==> src/pkg/three_wire_pkg.sv <==
// constants shared by the three-wire serial port controller
package three_wire_pkg;

    // ==========================================================
    // core clock and serial clock timing
    localparam int CORE_PERIOD_PS = 5000;
    // fastest allowed serial clock is 19.2 MHz; its period in ps, rounded up
    localparam int SCLK_MIN_PERIOD_PS = 52084;
    // each half period is a least time, so round up
    localparam int HALF_CYCLES_INT = (SCLK_MIN_PERIOD_PS / 2 + CORE_PERIOD_PS - 1) / CORE_PERIOD_PS;
    localparam logic [2:0] HALF_CYCLES = 3'(HALF_CYCLES_INT);

    // ==========================================================
    // hard reset pulse: at least 100 ns low
    localparam int HARD_RESET_MIN_NS = 100;
    localparam int HARD_RESET_CYCLES_INT =
        (HARD_RESET_MIN_NS * 1000 + CORE_PERIOD_PS - 1) / CORE_PERIOD_PS;
    localparam logic [4:0] HARD_RESET_CYCLES = 5'(HARD_RESET_CYCLES_INT);

    // ==========================================================
    // frame layout
    localparam int ADDR_BITS = 7;
    localparam int DATA_BITS = 16;
    localparam logic START_BIT = 1'b1;
    localparam logic OP_WRITE = 1'b0;
    localparam logic OP_READ = 1'b1;

    // falling edge numbers: falling edge k follows rising edge k
    localparam logic [4:0] FALL_SELECT_LOW = 5'h01;
    localparam logic [4:0] FALL_OP = 5'h02;
    localparam logic [4:0] FALL_ADDR_FIRST = 5'h03;
    localparam logic [4:0] FALL_ADDR_LAST = 5'h09;
    localparam logic [4:0] FALL_PAYLOAD_FIRST = 5'h0a;
    localparam logic [4:0] FALL_PAYLOAD_LAST = 5'h19;
    localparam logic [4:0] FALL_WR_SELECT_HIGH = 5'h1a;
    localparam logic [4:0] WR_LAST_EDGE = 5'h1b;
    localparam logic [4:0] FALL_RD_RELEASE = 5'h0a;
    localparam logic [4:0] RD_FIRST_CAPTURE = 5'h0d;
    localparam logic [4:0] RD_LAST_CAPTURE = 5'h1c;
    localparam logic [4:0] RD_LAST_EDGE = 5'h1d;

    // ==========================================================
    // reset values of pins
    localparam logic SELECT_IDLE = 1'b1;
    localparam logic SCLK_IDLE = 1'b0;

endpackage

==> src/design/sync_two_ff.sv <==
// two-flop synchroniser for levels arriving from a pin
`timescale 1ns/1ps
`default_nettype none

module sync_two_ff #(
    parameter int WIDTH = 1
) (
    input wire logic core_clk,
    input wire logic arst_n,
    input wire logic [WIDTH-1:0] din,
    output logic [WIDTH-1:0] dout
);

    // ==========================================================
    // state
    typedef struct packed {
        logic [WIDTH-1:0] meta;
        logic [WIDTH-1:0] stable;
    } sync_state_t;

    sync_state_t s;
    sync_state_t next_s;

    always_comb
    begin
        next_s = s;
        next_s.meta = din;
        next_s.stable = s.meta;
    end

    always_ff @(posedge core_clk or negedge arst_n)
    begin
        if (!arst_n)
        begin
            s <= '0;
        end
        else
        begin
            s <= next_s;
        end
    end

    assign dout = s.stable;

endmodule

`default_nettype wire

==> src/design/three_wire_host.sv <==
// controller that drives the three-wire serial port of the synthesizer chip
//
// Overview of operation
// - between frames select rests high and the data line is released
// - start the serial clock, pull select low on its first falling edge
// - rising edge two carries the start bit, edge three the operation bit
// - operation bit zero marks a write
// - operation bit one marks a read
// - seven address bits follow the operation bit, most significant first
// - a write carries sixteen payload bits, 25 bits total, controller drives all
// - serial clock never runs faster than 19.2 MHz
// - one extra rising edge is issued before select goes low
// - in a read the controller drives only start, operation and address
// - a turnaround of two and a half clocks precedes read data
// - device changes read data on rising edges, controller samples on falling
// - device drives from three rising edges after the last address bit
// - after the last read bit select rises, and the device releases on that rise
`timescale 1ns/1ps
`default_nettype none

module three_wire_host (
    input wire logic core_clk,
    input wire logic arst_n,
    // user side
    input wire logic startReq,
    input wire logic isRead,
    input wire logic [6:0] regAddr,
    input wire logic [15:0] wrData,
    input wire logic chipEnableReq,
    input wire logic modeReq,
    input wire logic hardResetReq,
    output logic busy,
    output logic done,
    output logic [15:0] rdData,
    // device pins
    output logic sclk,
    output logic selectN,
    output logic sdataOut,
    output logic sdataOe,
    input wire logic sdataIn,
    output logic chipEnablePin,
    output logic modeSelect,
    output logic hardResetN
);

    // ==========================================================
    // state
    typedef enum logic [1:0] {
        IDLE,
        RUN
    } ctl_state_t;

    typedef struct packed {
        ctl_state_t st;
        logic [2:0] phase;
        logic [4:0] edgeCnt;
        logic sclk;
        logic selN;
        logic oe;
        logic dout;
        logic isRd;
        logic [6:0] addr;
        logic [6:0] addrCopy;
        logic [15:0] shift;
        logic [15:0] rdData;
        logic busy;
        logic done;
        logic [4:0] rstCnt;
        logic hardResetN;
        logic chipEnable;
        logic mode;
    } host_state_t;

    localparam host_state_t RESET_STATE = '{
        st: IDLE,
        phase: 3'h0,
        edgeCnt: 5'h00,
        sclk: three_wire_pkg::SCLK_IDLE,
        selN: three_wire_pkg::SELECT_IDLE,
        oe: 1'b0,
        dout: 1'b0,
        isRd: 1'b0,
        addr: 7'h00,
        addrCopy: 7'h00,
        shift: 16'h0000,
        rdData: 16'h0000,
        busy: 1'b0,
        done: 1'b0,
        rstCnt: 5'h00,
        hardResetN: 1'b1,
        chipEnable: 1'b0,
        mode: 1'b0
    };

    host_state_t s;
    host_state_t next_s;
    logic sdataSync;

    // ==========================================================
    // input synchroniser: the data line is owned by the device during reads
    sync_two_ff #(
        .WIDTH(1)
    ) sync_two_ff_inst (
        .core_clk(core_clk),
        .arst_n(arst_n),
        .din(sdataIn),
        .dout(sdataSync)
    );

    // ==========================================================
    // next state
    always_comb
    begin
        logic [4:0] k;
        logic lastEdge;
        k = s.edgeCnt;
        lastEdge = 1'b0;
        next_s = s;
        next_s.done = 1'b0;
        next_s.chipEnable = chipEnableReq;
        next_s.mode = modeReq;

        // hard reset pulse held long enough for the device to clear all registers
        if (hardResetReq && s.rstCnt == 5'h00 && s.st == IDLE)
        begin
            next_s.rstCnt = three_wire_pkg::HARD_RESET_CYCLES;
        end
        else if (s.rstCnt != 5'h00)
        begin
            next_s.rstCnt = s.rstCnt - 5'h01;
        end
        next_s.hardResetN = (next_s.rstCnt == 5'h00);

        unique case (s.st)
            IDLE:
            begin
                next_s.sclk = three_wire_pkg::SCLK_IDLE;
                next_s.selN = three_wire_pkg::SELECT_IDLE;
                next_s.oe = 1'b0;
                if (startReq && s.rstCnt == 5'h00)
                begin
                    next_s.st = RUN;
                    next_s.phase = 3'h0;
                    next_s.edgeCnt = 5'h00;
                    next_s.isRd = isRead;
                    next_s.addr = regAddr;
                    next_s.addrCopy = regAddr;
                    next_s.shift = wrData;
                    next_s.busy = 1'b1;
                end
            end
            RUN:
            begin
                if (s.phase != three_wire_pkg::HALF_CYCLES - 3'h1)
                begin
                    next_s.phase = s.phase + 3'h1;
                end
                else if (!s.sclk)
                begin
                    // rising edge; the first one comes while select is still high
                    next_s.phase = 3'h0;
                    next_s.sclk = 1'b1;
                    next_s.edgeCnt = s.edgeCnt + 5'h01;
                end
                else
                begin
                    next_s.phase = 3'h0;
                    next_s.sclk = 1'b0;
                    if (k == three_wire_pkg::FALL_SELECT_LOW)
                    begin
                        next_s.selN = 1'b0;
                        next_s.oe = 1'b1;
                        next_s.dout = three_wire_pkg::START_BIT;
                    end
                    if (k == three_wire_pkg::FALL_OP)
                    begin
                        next_s.dout = s.isRd ? three_wire_pkg::OP_READ
                                             : three_wire_pkg::OP_WRITE;
                    end
                    if (k >= three_wire_pkg::FALL_ADDR_FIRST && k <= three_wire_pkg::FALL_ADDR_LAST)
                    begin
                        next_s.dout = s.addr[6];
                        next_s.addr = {s.addr[5:0], 1'b0};
                    end
                    if (!s.isRd)
                    begin
                        if (k >= three_wire_pkg::FALL_PAYLOAD_FIRST &&
                            k <= three_wire_pkg::FALL_PAYLOAD_LAST)
                        begin
                            next_s.dout = s.shift[15];
                            next_s.shift = {s.shift[14:0], 1'b0};
                        end
                        if (k == three_wire_pkg::FALL_WR_SELECT_HIGH)
                        begin
                            // one more rising edge follows so the device commits
                            next_s.selN = 1'b1;
                            next_s.oe = 1'b0;
                        end
                        lastEdge = (k == three_wire_pkg::WR_LAST_EDGE);
                    end
                    else
                    begin
                        if (k == three_wire_pkg::FALL_RD_RELEASE)
                        begin
                            // released half a clock after the last address bit
                            next_s.oe = 1'b0;
                        end
                        if (k >= three_wire_pkg::RD_FIRST_CAPTURE &&
                            k <= three_wire_pkg::RD_LAST_CAPTURE)
                        begin
                            next_s.shift = {s.shift[14:0], sdataSync};
                        end
                        if (k == three_wire_pkg::RD_LAST_CAPTURE)
                        begin
                            next_s.rdData = {s.shift[14:0], sdataSync};
                            next_s.selN = 1'b1;
                        end
                        lastEdge = (k == three_wire_pkg::RD_LAST_EDGE);
                    end
                    if (lastEdge)
                    begin
                        next_s.st = IDLE;
                        next_s.busy = 1'b0;
                        next_s.done = 1'b1;
                        next_s.selN = 1'b1;
                        next_s.oe = 1'b0;
                    end
                end
            end
            default:
            begin
                next_s = RESET_STATE;
            end
        endcase
    end

    always_ff @(posedge core_clk or negedge arst_n)
    begin
        if (!arst_n)
        begin
            s <= RESET_STATE;
        end
        else
        begin
            s <= next_s;
        end
    end

    // ==========================================================
    // outputs, all straight from flops
    assign busy = s.busy;
    assign done = s.done;
    assign rdData = s.rdData;
    assign sclk = s.sclk;
    assign selectN = s.selN;
    assign sdataOut = s.dout;
    assign sdataOe = s.oe;
    assign chipEnablePin = s.chipEnable;
    assign modeSelect = s.mode;
    assign hardResetN = s.hardResetN;
endmodule

`default_nettype wire

==> config.mk <==
export PLATFORM = sky130hd
export DESIGN_NAME = three_wire_host
export DESIGN_NICKNAME = d
export VERILOG_FILES = /design/src/pkg/three_wire_pkg.sv /design/src/design/sync_two_ff.sv /design/src/design/three_wire_host.sv
export SDC_FILE = /design/constraint.sdc
export NUM_CORES = 1
export LEC_CHECK = 0
export BUFFER_PORTS_ARGS = -buffer_cell sky130_fd_sc_hd__buf_2
export CAP_MARGIN = 20
export CORE_MARGIN = 2
export CORE_UTILIZATION = 25
export CTS_CLUSTER_DIAMETER = 120
export DETAILED_ROUTE_END_ITERATION = 10
export SYNTH_ARGS = -nofsm -noshare
export SYNTH_HDL_FRONTEND = slang
export SYNTH_SLANG_ARGS = --single-unit
==> constraint.sdc <==
create_clock -name core_clk -period 2.6 [get_ports core_clk]
set_input_delay 0.26 -clock core_clk [delete_from_list [all_inputs] [get_ports core_clk]]
set_output_delay 0.26 -clock core_clk [all_outputs]
set_load 0.005 [all_outputs]
Yosys cells after proc, flatten, opt, wreduce, memory -nomap -nowiden
Index checks and enable logic that the tools add are counted.
{"block": "word_totals", "output_inout_bits": 25, "in_bits": 31, "register_bits": 66}
{"block": "op_classes", "addsub": 3, "bitwise": 2, "magnitude_cmp": 6, "eq_ne": 19, "mux": 48, "reduce_logical": 19}
{"cell": "16-bit 2-to-1 mux", "count": 5}
{"cell": "34-bit 2-to-1 mux", "count": 2}
{"cell": "16-bit one-hot mux with 2 select lines", "count": 2}
{"cell": "31-bit 2-to-1 mux", "count": 1}
{"cell": "13-bit one-hot mux with 2 select lines", "count": 1}
{"cell": "7-bit 2-to-1 mux", "count": 3}
{"cell": "5-bit == test (second input constant)", "count": 4}
{"cell": "5-bit 2-to-1 mux", "count": 3}
{"cell": "1-bit 2-to-1 mux", "count": 14}
{"cell": "2-bit 2-to-1 mux", "count": 7}
{"cell": "2-bit != test (second input constant)", "count": 7}
{"cell": "7-bit one-hot mux with 2 select lines", "count": 1}
{"cell": "5-bit by 4-bit >= comparator with 1-bit output (second input constant)", "count": 2}
{"cell": "5-bit <= comparator (second input constant)", "count": 2}
{"cell": "5-bit logical NOT", "count": 2}
{"cell": "10-bit 2-to-1 mux", "count": 1}
{"cell": "5-bit AND reduction", "count": 2}
{"cell": "3-bit 2-to-1 mux", "count": 3}
{"cell": "9-bit 2-to-1 mux", "count": 1}
{"cell": "3-bit != test (second input constant)", "count": 3}
{"cell": "8-bit 2-to-1 mux", "count": 1}
{"cell": "4-bit AND reduction", "count": 2}
{"cell": "1-bit logical AND", "count": 6}
{"cell": "1-bit one-hot mux with 2 select lines", "count": 3}
{"cell": "16 further kinds", "count": 19}

Logic depth before layout (Yosys ltp)
Gate-level depths: netlist of run 1.
{"block": "logic_depth", "ltp_word": 9, "ltp_mapped": 8}

By module
From an unflattened synthesis of run 1, not the netlist that was laid out.
{"block": "hier_totals", "cells_unflattened": 360, "area_unflattened_um2": 3637.2}
{"module": "three_wire_host", "n_inst": 1, "cells_per_inst": 358, "seq_area_each_um2": 1554.0, "area_per_inst_um2": 3587.2}
{"module": "sync_two_ff", "n_inst": 1, "cells_per_inst": 2, "seq_area_each_um2": 50.0, "area_per_inst_um2": 50.0}

Least setup slack after synthesis of run 1
Ideal clock, no wire load.
{"block": "synth_timing", "kind": "flip-flop to flip-flop", "startpoint": "reg s[62] (netlist bit)", "endpoint": "reg s, in the netlist sdataOut", "setup_time_ns": 0.104, "period_less_slack_ns": 1.975, "stages_incl_launch_ff": 9, "arrival_time_ns": 1.871, "setup_slack_ns": 0.625, "required_ns": 2.496, "path_cell_list": "dfrtp_1 -> buf_2 -> inv_1 -> ha_1 -> o21ba_4 -> a211oi_4 -> buf_6 -> a2111oi_1 -> a221oi_1"}
{"block": "synth_between", "elab_chain_len": 9, "elab_cells_between_ends": 16, "classes_between": "order compare: 4; eq/ne: 2; mux: 8; reduce/logical: 2"}
{"element": "start, declared", "line": "three_wire_host.sv:95", "text": "host_state_t s;"}
{"element": "start signal, assigned", "line": "three_wire_host.sv:245", "text": "s <= next_s;"}
{"element": "branches (longest 5 deep; another with 5-bit by 2-bit >= comparator with 1-bit output)"}
{"element": "1-bit 2-to-1 mux (*)", "line": "three_wire_host.sv:185", "text": "if (!s.isRd)"}
{"element": "3-bit 2-to-1 mux (*)", "line": "three_wire_host.sv:158", "text": "else if (!s.sclk)"}
{"element": "9-bit 2-to-1 mux (*)", "line": "three_wire_host.sv:154", "text": "if (s.phase != three_wire_pkg::HALF_CYCLES - 3'h1)"}
{"element": "1-bit one-hot mux with 2 select lines (*)", "line": "three_wire_host.sv:134", "text": "unique case (s.st)"}
Mark *: on every way between the ends. The select of a mux whose other input is x is not followed.
A chain may end at the register's enable or synchronous reset.

Final worst setup path of run 1
{"block": "layout_timing", "startpoint": "reg s[3] (netlist bit)", "endpoint": "reg s[36] (netlist bit)"}
{"block": "layout_between", "elab_chain_len": 4}
{"element": "5-bit logical NOT", "line": "three_wire_host.sv:140", "text": "if (startReq && s.rstCnt == 5'h00)"}
{"element": "1-bit logical AND", "line": "three_wire_host.sv:140"}
{"element": "2-bit by 1-bit != test with 1-bit output (no source line)"}
{"element": "5-bit AND reduction (no source line)"}
Every way passes these cells.

==> Implementation_results.wiki, run 1 <==
{| class="wikitable"
! Metric !! Value
|-
| DRC violation count after routing || 0
|-
| CP startpoint kind || register
|-
| Post-synth top area cell || sky130_fd_sc_hd__dfrtp_1
|-
| Number of buffers added on ports || 55
|-
| Die Span Y || roughly 120 um
|-
| Minimum period implied by the final worst setup slack || 2.29 ns
|-
| Number of synthesized flops with an enable pin || 0
|-
| Number of global-route vias before repair || about 2900
|-
| Number of buffers added for setup after CTS || 0
|-
| Crit-path slowest cell || sky130_fd_sc_hd__a221o_1
|-
| Layout cells sized above 1 || between 30% and 40%
|-
| Post-DR wirelength/cell || 15.9 um
|-
| Crit share post-route || 87.9%
|-
| Most repeated cell in the gate-level netlist after synthesis || sky130_fd_sc_hd__dfrtp_1
|-
| Largest cells by area after synthesis || sky130_fd_sc_hd__dfrtp_1, sky130_fd_sc_hd__mux2_2, sky130_fd_sc_hd__buf_4, sky130_fd_sc_hd__a211oi_1, sky130_fd_sc_hd__nor2_1
|-
| Pin count of the biggest net entering global routing || 31
|-
| Highest net fanout along the worst path || 20
|-
| Core outline area || roughly 0.014 mm^2
|-
| Routed via count || about 3000
|-
| Top-area cell type share of the netlist area || 42.7%
|-
| Arrival time reported for the critical path endpoint || 2.52 ns
|-
| Die outline width || 125 um
|-
| Initial DRC count || about 250
|-
| Post-synth net total || roughly 400
|-
| Sequential-to-total area share from yosys stat || 44.1%
|-
| Critical path start-end classification || reg2reg
|-
| Relative max-transition margin || approximately 53%
|-
| Post-CTS resize count || 0
|-
| Required time of the critical path || between 2 and 3 ns
|-
| Antenna Cells || 0
|-
| Peak ir drop on the vdd network || ~0.36 mV
|-
| Clock tree from TritonCTS || built
|-
| Number of maximum-capacitance violations || 0
|-
| Setup TNS || 0 ns
|-
| Final-report hold violation count || 0
|-
| Total standard cell area after synthesis || approximately 0.0036 mm^2
|-
| Gpl congestion || between 0.8 and 0.9
|-
| CTS sink count || 64
|-
| Number of register bits inferred by synthesis || 64
|-
| Num ports || 56
|-
| Storage cell area || roughly 0.0016 mm^2
|-
| Fraction of registers with async set or reset after synthesis || 100%
|-
| CTS Root Cell || sky130_fd_sc_hd__clkbuf_16
|-
| Endpoint type of the worst setup path || register
|-
| Areal power density over the cells || slightly below 1000 mW/mm^2
|-
| Unrepaired setup endpoints after global routing || no
|-
| Layout overhead on the synthesized area || 17.8%
|-
| Largest delay share family, worst path || compound AO/OA/AOI/OAI gates
|-
| Initial antenna violation count || 0
|-
| Static Leak || a little over 2 nW
|-
| Global routing usage summed across all routing layers || 12.3%
|-
| Run status || completed
|-
| Type of the most critical hold path || in2reg
|-
| Worst Clk Skew || around 0.005 ns
|-
| Number of distinct standard cells referenced by the synthesized netlist || 63
|-
| Fill cells || 1497
|-
| Wire length after detailed routing || 9390 um
|-
| Crit path buf inv count || 2
|-
| Starting Density || ~25%
|-
| Clock edge transition at the registers on the reported setup and hold paths || around 0.05 ns
|-
| Placed wire-length estimate after detailed placement || around 6600 um
|-
| TritonCTS Buffers || 9
|-
| Area occupied by multi-input gates || approximately 0.0017 mm^2
|-
| Vias per cell || 5.03
|-
| Crit-path cells || inv_1, ha_1, nor4b_4, buf_4, nand2_2, a221o_1, a211oi_1
|-
| Number of placed instances with taps included || approximately 580
|-
| H-tree depth || 3
|-
| Layout Cell Area excl Fill || between 0.004 and 0.005 mm^2
|-
| Dominant synthesized flop cell || sky130_fd_sc_hd__dfrtp_1
|-
| First-pass GRT wire length || roughly 15000 um
|-
| Final-report max-slew violation count || 0
|-
| Die outline area || between 0.015 and 0.02 mm^2
|-
| Detailed Routing Iterations Pass 1 || 6
|-
| Yosys warnings || 0
|-
| Post-placement cell area || 0.00399 mm^2
|-
| Insertion delay of the later-clocked pin in the worst-skew pair || 0.33 ns
|-
| Ranking of synthesized cells by instance count || sky130_fd_sc_hd__dfrtp_1, sky130_fd_sc_hd__nor2_1, sky130_fd_sc_hd__nand2_1, sky130_fd_sc_hd__inv_1, sky130_fd_sc_hd__buf_4
|-
| Net count reported at finish || about 440
|-
| Number of setup violations in the final report || 0
|-
| Grt total ovfl || 0
|-
| Worst slew pin tran || just over 0.7 ns
|-
| Delay contributed by the slowest stage of the critical path || around 0.42 ns
|-
| Routed Antenna Nets || 0
|-
| Average size of a mapped cell || roughly 10 um^2
|-
| Number of non-filler instances in the completed layout || 591
|-
| Synth Instances || 360
|-
| Placement row count || 44
|-
| Maximum clock frequency || around 0.44 GHz
|-
| Max Buffers Root-to-Sink || 2
|}
==> sequential cells by signal (all words and copies together) (netlist names) <==
signal and count:
sync_two_ff_inst.dout 1, busy 1, chipEnablePin 1, hardResetN 1, sync_two_ff_inst.next_s 1, sdataOe 1
sdataOut 1, selectN 1, sclk 1, s 37, rdData 16, modeSelect 1
done 1
==> metal layers <==
layer	vias to the layer above	share of wire [%]	wire, um	track usage [%]
met5	-	0	0	0
met1	1444	48	4490	17.4
met4	0	1.3	123	3.17
met3	16	5.8	549	3.26
met2	118	45	4220	18.6
li1	1394	-	-	-
==> path summary, 6_finish.rpt <==
kind,end,cells past startpoint,slack (ns),from
worst max-delay path,s[36],7,0.31,s[3]
min in group asynchronous,s[64],2,0.29,arst_n
worst max register to register,s[36],7,0.31,s[3]
worst min register to register,sync_two_ff_inst.dout,0,0.36,sync_two_ff_inst.next_s[0]
worst min-delay path,chipEnablePin,1,0.03,chipEnableReq
max in group asynchronous,hardResetN,3,1.65,arst_n
==> cells in the final DEF, fill, tap and decap left out, types with 3 or more instances in the layout <==
master and n:
sky130_fd_sc_hd__dfrtp_1 62, sky130_fd_sc_hd__buf_2 55, sky130_fd_sc_hd__nor2_1 33, sky130_fd_sc_hd__nand2_1 27
sky130_fd_sc_hd__inv_1 22, sky130_fd_sc_hd__a211oi_1 17, sky130_fd_sc_hd__mux2_2 16, sky130_fd_sc_hd__buf_4 15
sky130_fd_sc_hd__o21ai_0 11, sky130_fd_sc_hd__nor3_1 10, sky130_fd_sc_hd__nand3_1 9, sky130_fd_sc_hd__clkbuf_16 9
sky130_fd_sc_hd__a21oi_1 8, sky130_fd_sc_hd__o22ai_1 8, sky130_fd_sc_hd__nor4_1 8, sky130_fd_sc_hd__a221oi_1 7
sky130_fd_sc_hd__o311a_1 6, sky130_fd_sc_hd__xnor2_1 5, sky130_fd_sc_hd__a221o_1 5, sky130_fd_sc_hd__ha_1 4
sky130_fd_sc_hd__nand2b_1 3, sky130_fd_sc_hd__a21oi_2 3, sky130_fd_sc_hd__xor2_1 3, sky130_fd_sc_hd__nor3_2 3
sky130_fd_sc_hd__a32o_1 3, sky130_fd_sc_hd__a22o_1 3
==> logic make-up after synthesis <==
group,count (synthesis),share of synthesized area [%]
xor gates and xnor gates,8,1.93
and+or+nand+nor,114,17.1
adders and majority gates,4,1.38
buffers and inverters,61,9.70
DFF,64,44.1
muxes,18,5.50
AOI/OAI and AO/OA,91,20.3
==> metrics by stage <==
stage          utilization, %  hold WS, ns  power (mW)  setup WS, ns
2_1_floorplan               -      -0.0356        2.61         0.625
3_3_place_gp             27.7       0.0988        2.92         0.446
3_5_place_dp             27.7       0.0891        2.98         0.309
4_1_cts                  29.8       0.0183        4.19         0.331
5_1_grt                  29.8       0.0266        4.43         0.102
6_report                 29.8       0.0331        4.18         0.315
==> what timing repair did <==
item / in CTS / in global routing
setup endpoints to repair: 0 / 0
hold endpoints to repair: 4 / 0
hold buffers: 1 / 0
==> worst register-to-register path: stages (launching register included) <==
cell and delay [ns]:
sky130_fd_sc_hd__dfrtp_1 0.37, sky130_fd_sc_hd__inv_1 0.10, sky130_fd_sc_hd__ha_1 0.23, sky130_fd_sc_hd__nor4b_4 0.36
sky130_fd_sc_hd__buf_4 0.24, sky130_fd_sc_hd__nand2_2 0.25, sky130_fd_sc_hd__a221o_1 0.42, sky130_fd_sc_hd__a211oi_1 0.22
==> layout make-up <==
cell class	count	area share (%)
clock buffers	12	5.75
clock inverters	3	0.993
inverters	22	1.93
multi-input cells	235	39.2
flip-flops and latches	64	37.4
well taps	184	5.37
repair buffers	71	9.29
==> where the power goes <==
| part | internal, mW | total (mW) | leakage (nW) | switching, mW |
|---|---|---|---|---|
| clock network | 0.761 | 1.19 | 0.139 | 0.428 |
| logic | 0.624 | 1.55 | 1.05 | 0.923 |
| registers | 1.20 | 1.44 | 0.833 | 0.242 |
Note: power is estimated with default switching activity, not from simulation.
==> inputs of run 2 (changes only) <==
--- a/config.mk
+++ b/config.mk
@@ -11,6 +11,8 @@
 export CORE_UTILIZATION = 25
 export CTS_CLUSTER_DIAMETER = 120
 export DETAILED_ROUTE_END_ITERATION = 10
+export SETUP_SLACK_MARGIN = 0.05
 export SYNTH_ARGS = -nofsm -noshare
 export SYNTH_HDL_FRONTEND = slang
+export SYNTH_HIERARCHICAL = 1
 export SYNTH_SLANG_ARGS = --single-unit
==> run 2 against run 1 <==
Against the previous run: count of clock-buffer cells in the layout did not move; global-route usage did not move; fmax fell by 0.56%; first-iteration DRC count rose by 3.2%; critical endpoint unchanged; design area did not move; combinational power barely moved; critical path depth did not move; highest routed layer unchanged.
==> Implementation_results.wiki, run 2 <==
{| class="wikitable"
! Metric !! Value
|-
| Number of buffers added on ports || 55
|-
| Post-placement cell area || between 0.003 and 0.004 mm^2
|-
| Number of synthesized flops with an enable pin || 0
|-
| Routed via count || 2974
|-
| End of the worst hold path || chipEnablePin
|-
| Delay contributed by the slowest stage of the critical path || 0.42 ns
|-
| Run status || completed
|-
| CTS Root Cell || sky130_fd_sc_hd__clkbuf_16
|-
| Endpoint type of the worst setup path || register
|-
| Grt total ovfl || 0
|-
| Unrepaired setup endpoints after global routing || no
|-
| Final-report max-slew violation count || 0
|-
| Dominant synthesized flop cell || sky130_fd_sc_hd__dfrtp_1
|-
| Crit-path cells || inv_1, ha_1, nor4b_4, buf_4, nand2_2, a221o_1, a211oi_1
|-
| Met3 Track Usage GR || 3.26%
|-
| Worst Clk Skew || between 0.005 and 0.006 ns
|-
| Psw || between 1.5 and 2 mW
|-
| Type of the most critical hold path || in2reg
|-
| Worst slew pin tran || just under 0.7 ns
|-
| Maximum clock frequency || around 0.44 GHz
|-
| First-pass GRT wire length || 15300 um
|-
| Placed wire-length estimate after detailed placement || ~6600 um
|-
| Num ports || 56
|-
| Global routing met1 resource utilization || between 10% and 20%
|-
| Placement row count || 44
|-
| Required time of the critical path || roughly 2.8 ns
|-
| Global routing usage summed across all routing layers || between 10% and 20%
|-
| Areal power density over the cells || between 900 and 1000 mW/mm^2
|-
| Ranking of synthesized cells by instance count || sky130_fd_sc_hd__dfrtp_1, sky130_fd_sc_hd__nor2_1, sky130_fd_sc_hd__nand2_1, sky130_fd_sc_hd__inv_1, sky130_fd_sc_hd__buf_4
|-
| H-tree depth || 3
|-
| Setup slack on the worst flop-to-flop path || about 0.3 ns
|-
| Worst hold slack across all endpoints || between 0.03 and 0.04 ns
|-
| Vias per cell || ~5
|-
| Minimum period implied by the final worst setup slack || approximately 2.3 ns
|-
| Relative max-transition margin || a little over half
|-
| Cell internal power dissipation || between 2 and 3 mW
|-
| Layout Cell Area excl Fill || ~0.0043 mm^2
|-
| Pin count of the biggest net entering global routing || 31
|-
| Die outline width || 125 um
|-
| Clock tree from TritonCTS || built
|-
| Most frequent standard cell in the layout excluding fill and tap cells || sky130_fd_sc_hd__dfrtp_1
|-
| CTS sink count || between 60 and 70
|-
| Total standard cell area after synthesis || ~0.0036 mm^2
|-
| GRT met2 Usage || 18.6%
|-
| Max Buffers Root-to-Sink || 2
|-
| TritonCTS Buffers || 9
|-
| Largest cells by area after synthesis || sky130_fd_sc_hd__dfrtp_1, sky130_fd_sc_hd__mux2_2, sky130_fd_sc_hd__buf_4, sky130_fd_sc_hd__a211oi_1, sky130_fd_sc_hd__nor2_1
|-
| Number of non-filler instances in the completed layout || ~600
|-
| Routed Antenna Nets || 0
|-
| Number of global-route vias before repair || between 2000 and 3000
|-
| Worst Hold Path Cells || 1
|-
| Post-synth net total || a little under 400
|-
| Most repeated cell in the gate-level netlist after synthesis || sky130_fd_sc_hd__dfrtp_1
|-
| Clock edge transition at the registers on the reported setup and hold paths || around 0.05 ns
|-
| Die Span Y || 125 um
|-
| Wire length after detailed routing || 9370 um
|-
| Fraction of power spent switching nets || a little under two fifths
|-
| Antenna Cells || 0
|-
| Core outline area || 0.0144 mm^2
|-
| Number of buffers added for setup after CTS || 0
|-
| Number of placed instances with taps included || 575
|-
| Arrival time reported for the critical path endpoint || between 2 and 3 ns
|-
| Peak ir drop on the vdd network || 0.362 mV
|-
| Crit share post-route || just under 90%
|-
| Crit-path slowest cell || sky130_fd_sc_hd__a221o_1
|-
| Synth Instances || 360
|-
| Number of distinct standard cells referenced by the synthesized netlist || 63
|-
| Share of total power in the clock network || between 20% and 30%
|-
| Sequential-to-total area share from yosys stat || about 44%
|-
| Average size of a mapped cell || 10.1 um^2
|-
| Yosys warnings || 6
|-
| Core occupancy in the finished layout || between 20 and 30%
|-
| Layout cells sized above 1 || 30.2%
|-
| Hold path startpoint || chipEnableReq
|-
| Setup TNS || 0 ns
|-
| Number of flip-flops under the largest register name || 37
|-
| CP startpoint kind || register
|-
| Net count reported at finish || around 440
|-
| GR peak layer || met2
|-
| R2R cell count || 7
|-
| Highest net fanout along the worst path || 20
|-
| Starting Density || around 25%
|-
| Number of maximum-capacitance violations || 0
|-
| Commonest non-fill, non-tap cells in the layout || sky130_fd_sc_hd__dfrtp_1, sky130_fd_sc_hd__buf_2, sky130_fd_sc_hd__nor2_1, sky130_fd_sc_hd__nand2_1, sky130_fd_sc_hd__inv_1
|-
| Final-report hold violation count || 0
|-
| Post-synth top area cell || sky130_fd_sc_hd__dfrtp_1
|-
| Post-DR wirelength/cell || between 15 and 20 um
|-
| Power share of the sequential group || between 30% and 40%
|-
| Combinational share of power || around 37%
|-
| Number of register bits inferred by synthesis || between 60 and 70
|-
| Critical path start-end classification || reg2reg
|-
| Gpl congestion || about 0.85
|-
| Fraction of registers with async set or reset after synthesis || between 90% and 100%
|-
| Insertion delay of the later-clocked pin in the worst-skew pair || about 0.33 ns
|-
| Worst r2r dst || s[36]
|-
| Top register by number of flip-flops || s
|-
| Detailed Routing Iterations Pass 1 || 5
|-
| Initial DRC count || approximately 260
|-
| Origin of the critical flop-to-flop path || s[3]
|-
| Top-area cell type share of the netlist area || 42.7%
|-
| Initial antenna violation count || 0
|-
| Number of setup violations in the final report || 0
|-
| Area occupied by multi-input gates || about 0.0017 mm^2
|-
| Storage cell area || around 0.0016 mm^2
|-
| DRC violation count after routing || 0
|-
| Fill cells || about 1500
|-
| Layout overhead on the synthesized area || 17.8%
|-
| Die outline area || approximately 0.016 mm^2
|-
| Static Leak || 2.02 nW
|}
## run 2: cell counts in the layout (fill, tap and decap cells not counted)
Identical to the previous run, type by type.
## run 2: worst max path at each step
stage | start | to | slack, ns | depth (start not counted)
4_1_cts | s[3] | s[36] | 0.33 | 7
3_3_place_gp | s[3] | s[37] | 0.45 | 7
6_report | s[3] | s[36] | 0.30 | 7
5_1_grt | s[3] | s[55] | 0.10 | 7
3_5_place_dp | s[3] | s[36] | 0.31 | 7
2_1_floorplan | s[62] | sdataOut | 0.62 | 8
## run 2: per-layer routing
metal	part of all wire, %	vias up
met5	0	-
met4	1.3	0
met3	5.3	13
met2	45	114
met1	48	1455
li1	-	1392
## run 2: cell families (layout without fill, tap and decap cells)
logic type	count (synthesis)	after routing	share of synthesized area (%)
DFF	64	64	44.1
muxes	18	18	5.50
buffers and inverters	61	108	9.70
adders and majority gates	4	4	1.38
xor gates and xnor gates	8	8	1.93
and+or+nand+nor	114	114	17.1
AOI/OAI and AO/OA	91	91	20.3
## run 2: timing repair
item	in CTS	in global routing
gates resized for setup	0	0
hold buffers	1	0
hold endpoints to repair	4	0
## run 2: worst max-delay path, delay by kind of cell (launching register included)
family,cells,cell delay (ns)
and+or+nand+nor,2,0.61
buffers and inverters,2,0.34
AOI/OAI and AO/OA,2,0.65
adders and majority gates,1,0.23
DFF,1,0.37
## run 2: power by group through the flow
stage               Clock (mW)  Sequential (mW)  Combinational (mW)
finish                    1.19             1.44                1.54
global placement             0             1.44                1.48
CTS                       1.22             1.44                1.54
global route              1.25             1.48                1.71
floorplan                    0             1.35                1.26
detailed placement           0             1.45                1.53
## run 2: area by class of cell
| class | count | share of cell area (%) |
|---|---|---|
| Sequential cell | 64 | 37.4 |
| Clock inverter | 3 | 0.993 |
| Tap cell | 184 | 5.37 |
| Timing Repair Buffer | 71 | 9.29 |
| Clock buffer | 12 | 5.75 |
| Multi-Input combinational cell | 235 | 39.2 |
| Inverter | 22 | 1.93 |
## run 2: metrics by stage
step                setup WS (ns)  total power [mW]
floorplan                   0.625              2.61
global placement            0.446              2.92
detailed placement          0.309              2.98
CTS                         0.331              4.19
global route                0.102              4.43
finish                      0.302              4.18
==> inputs of run 3 (changes only) <==
--- a/config.mk
+++ b/config.mk
@@ -11,7 +11,7 @@
 export CORE_UTILIZATION = 25
 export CTS_CLUSTER_DIAMETER = 120
 export DETAILED_ROUTE_END_ITERATION = 10
-export SETUP_SLACK_MARGIN = 0.05
+export SETUP_SLACK_MARGIN = 0.5
 export SYNTH_ARGS = -nofsm -noshare
 export SYNTH_HDL_FRONTEND = slang
 export SYNTH_HIERARCHICAL = 1
==> run 3 against run 2 <==
Against the previous run: combinational power up 8%; clock skew decreased by 0.0022 ns; non-clock buffer count rose by 7; first-iteration DRC count shrank 22%; utilization rose by 0.90 points; die area did not move; largest power group unchanged; register-to-register slack better by 0.28 ns; cell count is 1.2% higher; highest routed layer unchanged; routed wire length rose by 2.0%; critical endpoint unchanged; critical path depth unchanged; largest cell class unchanged.
==> Implementation_results.wiki, run 3 (same netlist as run 2, synthesis figures left out) <==
{| class="wikitable"
! Metric !! Value
|-
| Relative max-transition margin || between 50% and 60%
|-
| DRC violation count after routing || 0
|-
| CTS Root Cell || sky130_fd_sc_hd__clkbuf_16
|-
| Routed Antenna Nets || 0
|-
| Antenna Cells || 0
|-
| Clock edge transition at the registers on the reported setup and hold paths || around 0.05 ns
|-
| Commonest non-fill, non-tap cells in the layout || sky130_fd_sc_hd__dfrtp_1, sky130_fd_sc_hd__buf_2, sky130_fd_sc_hd__nor2_1, sky130_fd_sc_hd__nand2_1, sky130_fd_sc_hd__inv_1
|-
| Die outline area || ~0.016 mm^2
|-
| Number of placed instances with taps included || 575
|-
| Net count reported at finish || 445
|-
| Delay contributed by the slowest stage of the critical path || ~0.38 ns
|-
| Source of the critical timing path || s[3]
|-
| Unrepaired setup endpoints after global routing || yes
|-
| Max Buffers Root-to-Sink || 2
|-
| Areal power density over the cells || just under 1000 mW/mm^2
|-
| Initial antenna violation count || 0
|-
| TritonCTS Buffers || 9
|-
| Detailed Routing Iterations Pass 1 || 5
|-
| CTS sink count || between 60 and 70
|-
| Critical path start-end classification || reg2reg
|-
| Highest net fanout along the worst path || 20
|-
| Storage cell area || around 0.0016 mm^2
|-
| Global routing usage summed across all routing layers || roughly an eighth
|-
| Static Leak || ~2.1 nW
|-
| First-pass GRT wire length || between 15000 and 20000 um
|-
| Die outline width || between 100 and 150 um
|-
| Pin count of the biggest net entering global routing || 31
|-
| Worst Clk Skew || just under 0.003 ns
|-
| Origin of the critical flop-to-flop path || s[3]
|-
| Layout cells sized above 1 || between 30% and 40%
|-
| Number of non-filler instances in the completed layout || between 500 and 600
|-
| Setup TNS || 0 ns
|-
| Num ports || 56
|-
| Required time of the critical path || about 2.8 ns
|-
| Placement row count || 44
|-
| Final-report hold violation count || 0
|-
| Core outline area || 0.0144 mm^2
|-
| Layout overhead on the synthesized area || 21.3%
|-
| Routed via count || between 3000 and 4000
|-
| Minimum period implied by the final worst setup slack || 2.02 ns
|-
| Clock tree from TritonCTS || built
|-
| Number of maximum-capacitance violations || 0
|-
| Placed wire-length estimate after detailed placement || around 6600 um
|-
| Run status || completed
|-
| Number of buffers added on ports || 55
|-
| Starting Density || around a quarter
|-
| Arrival time reported for the critical path endpoint || around 2.3 ns
|-
| Endpoint type of the worst setup path || register
|-
| Insertion delay of the later-clocked pin in the worst-skew pair || 0.33 ns
|-
| Grt total ovfl || 0
|-
| Vias per cell || between 5 and 6
|-
| Die Span Y || roughly 120 um
|-
| Fill cells || ~1500
|-
| Final-report max-slew violation count || 0
|-
| Area occupied by multi-input gates || ~0.0017 mm^2
|-
| Number of setup violations in the final report || 0
|-
| Gpl congestion || roughly 0.85
|-
| Number of flip-flops under the largest register name || 37
|-
| Crit share post-route || between 70% and 80%
|-
| H-tree depth || 3
|-
| CP startpoint kind || register
|-
| Post-DR wirelength/cell || around 16 um
|-
| Crit-path slowest cell || sky130_fd_sc_hd__dfrtp_1
|-
| Initial DRC count || ~200
|-
| Peak ir drop on the vdd network || 0.364 mV
|-
| Type of the most critical hold path || in2reg
|-
| Crit-path cells || inv_1, ha_1, nor4b_4, buf_6, nand2_4, a221o_1, a211oi_1
|-
| Hold path startpoint || chipEnableReq
|-
| Top register by number of flip-flops || s
|-
| Number of global-route vias before repair || between 2000 and 3000
|-
| Worst slew pin tran || between 0.6 and 0.7 ns
|-
| Maximum clock frequency || around 0.50 GHz
|-
| Wire length after detailed routing || 9550 um
|-
| Most frequent standard cell in the layout excluding fill and tap cells || sky130_fd_sc_hd__dfrtp_1
|}
run 3: cell type report:
type,count,share of cell area [%]
repair buffers,78,10.6
flip-flops and latches,64,36.4
multi-input cells,235,39.4
inverters,22,1.87
clock buffers,12,5.59
well taps,184,5.22
clock inverters,3,0.964
run 3: layer usage:
metal	part of all wire (%)	global-route usage, %
met3	7.1	3.26
met5	0	0
met4	0.99	3.17
met2	46	18.7
met1	46	17.5
run 3: power breakdown:
part | switching (mW) | leakage [nW] | internal [mW] | total, mW
registers | 0.236 | 0.831 | 1.20 | 1.44
clock network | 0.429 | 0.139 | 0.761 | 1.19
logic | 0.976 | 1.12 | 0.691 | 1.67
total | 1.64 | 2.09 | 2.65 | 4.30
run 3: final timing paths:
path                            depth (start not counted)  slack, ns                     to
worst max-delay path                                    7       0.58                  s[36]
worst min-delay path                                    1       0.03          chipEnablePin
worst max register to register                          7       0.58                  s[36]
worst min register to register                          0       0.35  sync_two_ff_inst/dout
max in group asynchronous                               3       1.65             hardResetN
min in group asynchronous                               2       0.29                  s[64]
run 3: worst max-delay path, delay by kind of cell, from the launching register on:
family,cells,cell delay [ns]
AO/OA/AOI/OAI,2,0.59
adder cells (fa/ha/maj),1,0.23
buffers and inverters,2,0.29
flip-flops,1,0.38
AND/OR/NAND/NOR,2,0.43
run 3: through the flow:
stage / area, um^2 / hold slack, ns / power (mW) / utilization [%] / worst slack (ns)
finish: 4410 / 0.0312 / 4.30 / 30.7 / 0.580
global route: 4410 / 0.0266 / 4.56 / 30.7 / 0.448
CTS: 4320 / 0.0183 / 4.23 / 30.1 / 0.508
detailed placement: 3990 / 0.0891 / 2.98 / 27.7 / 0.309
global placement: 3990 / 0.0988 / 2.92 / 27.7 / 0.446
floorplan: 3640 / -0.0356 / 2.61 / - / 0.625
run 3: timing repair:
item,4_1_cts,5_1_grt
setup endpoints to repair,22,33
gates resized for setup,6,7
endpoints found under the hold margin,4,0
hold buffers,1,0
pin swaps,0,1
buffers inserted,1,6
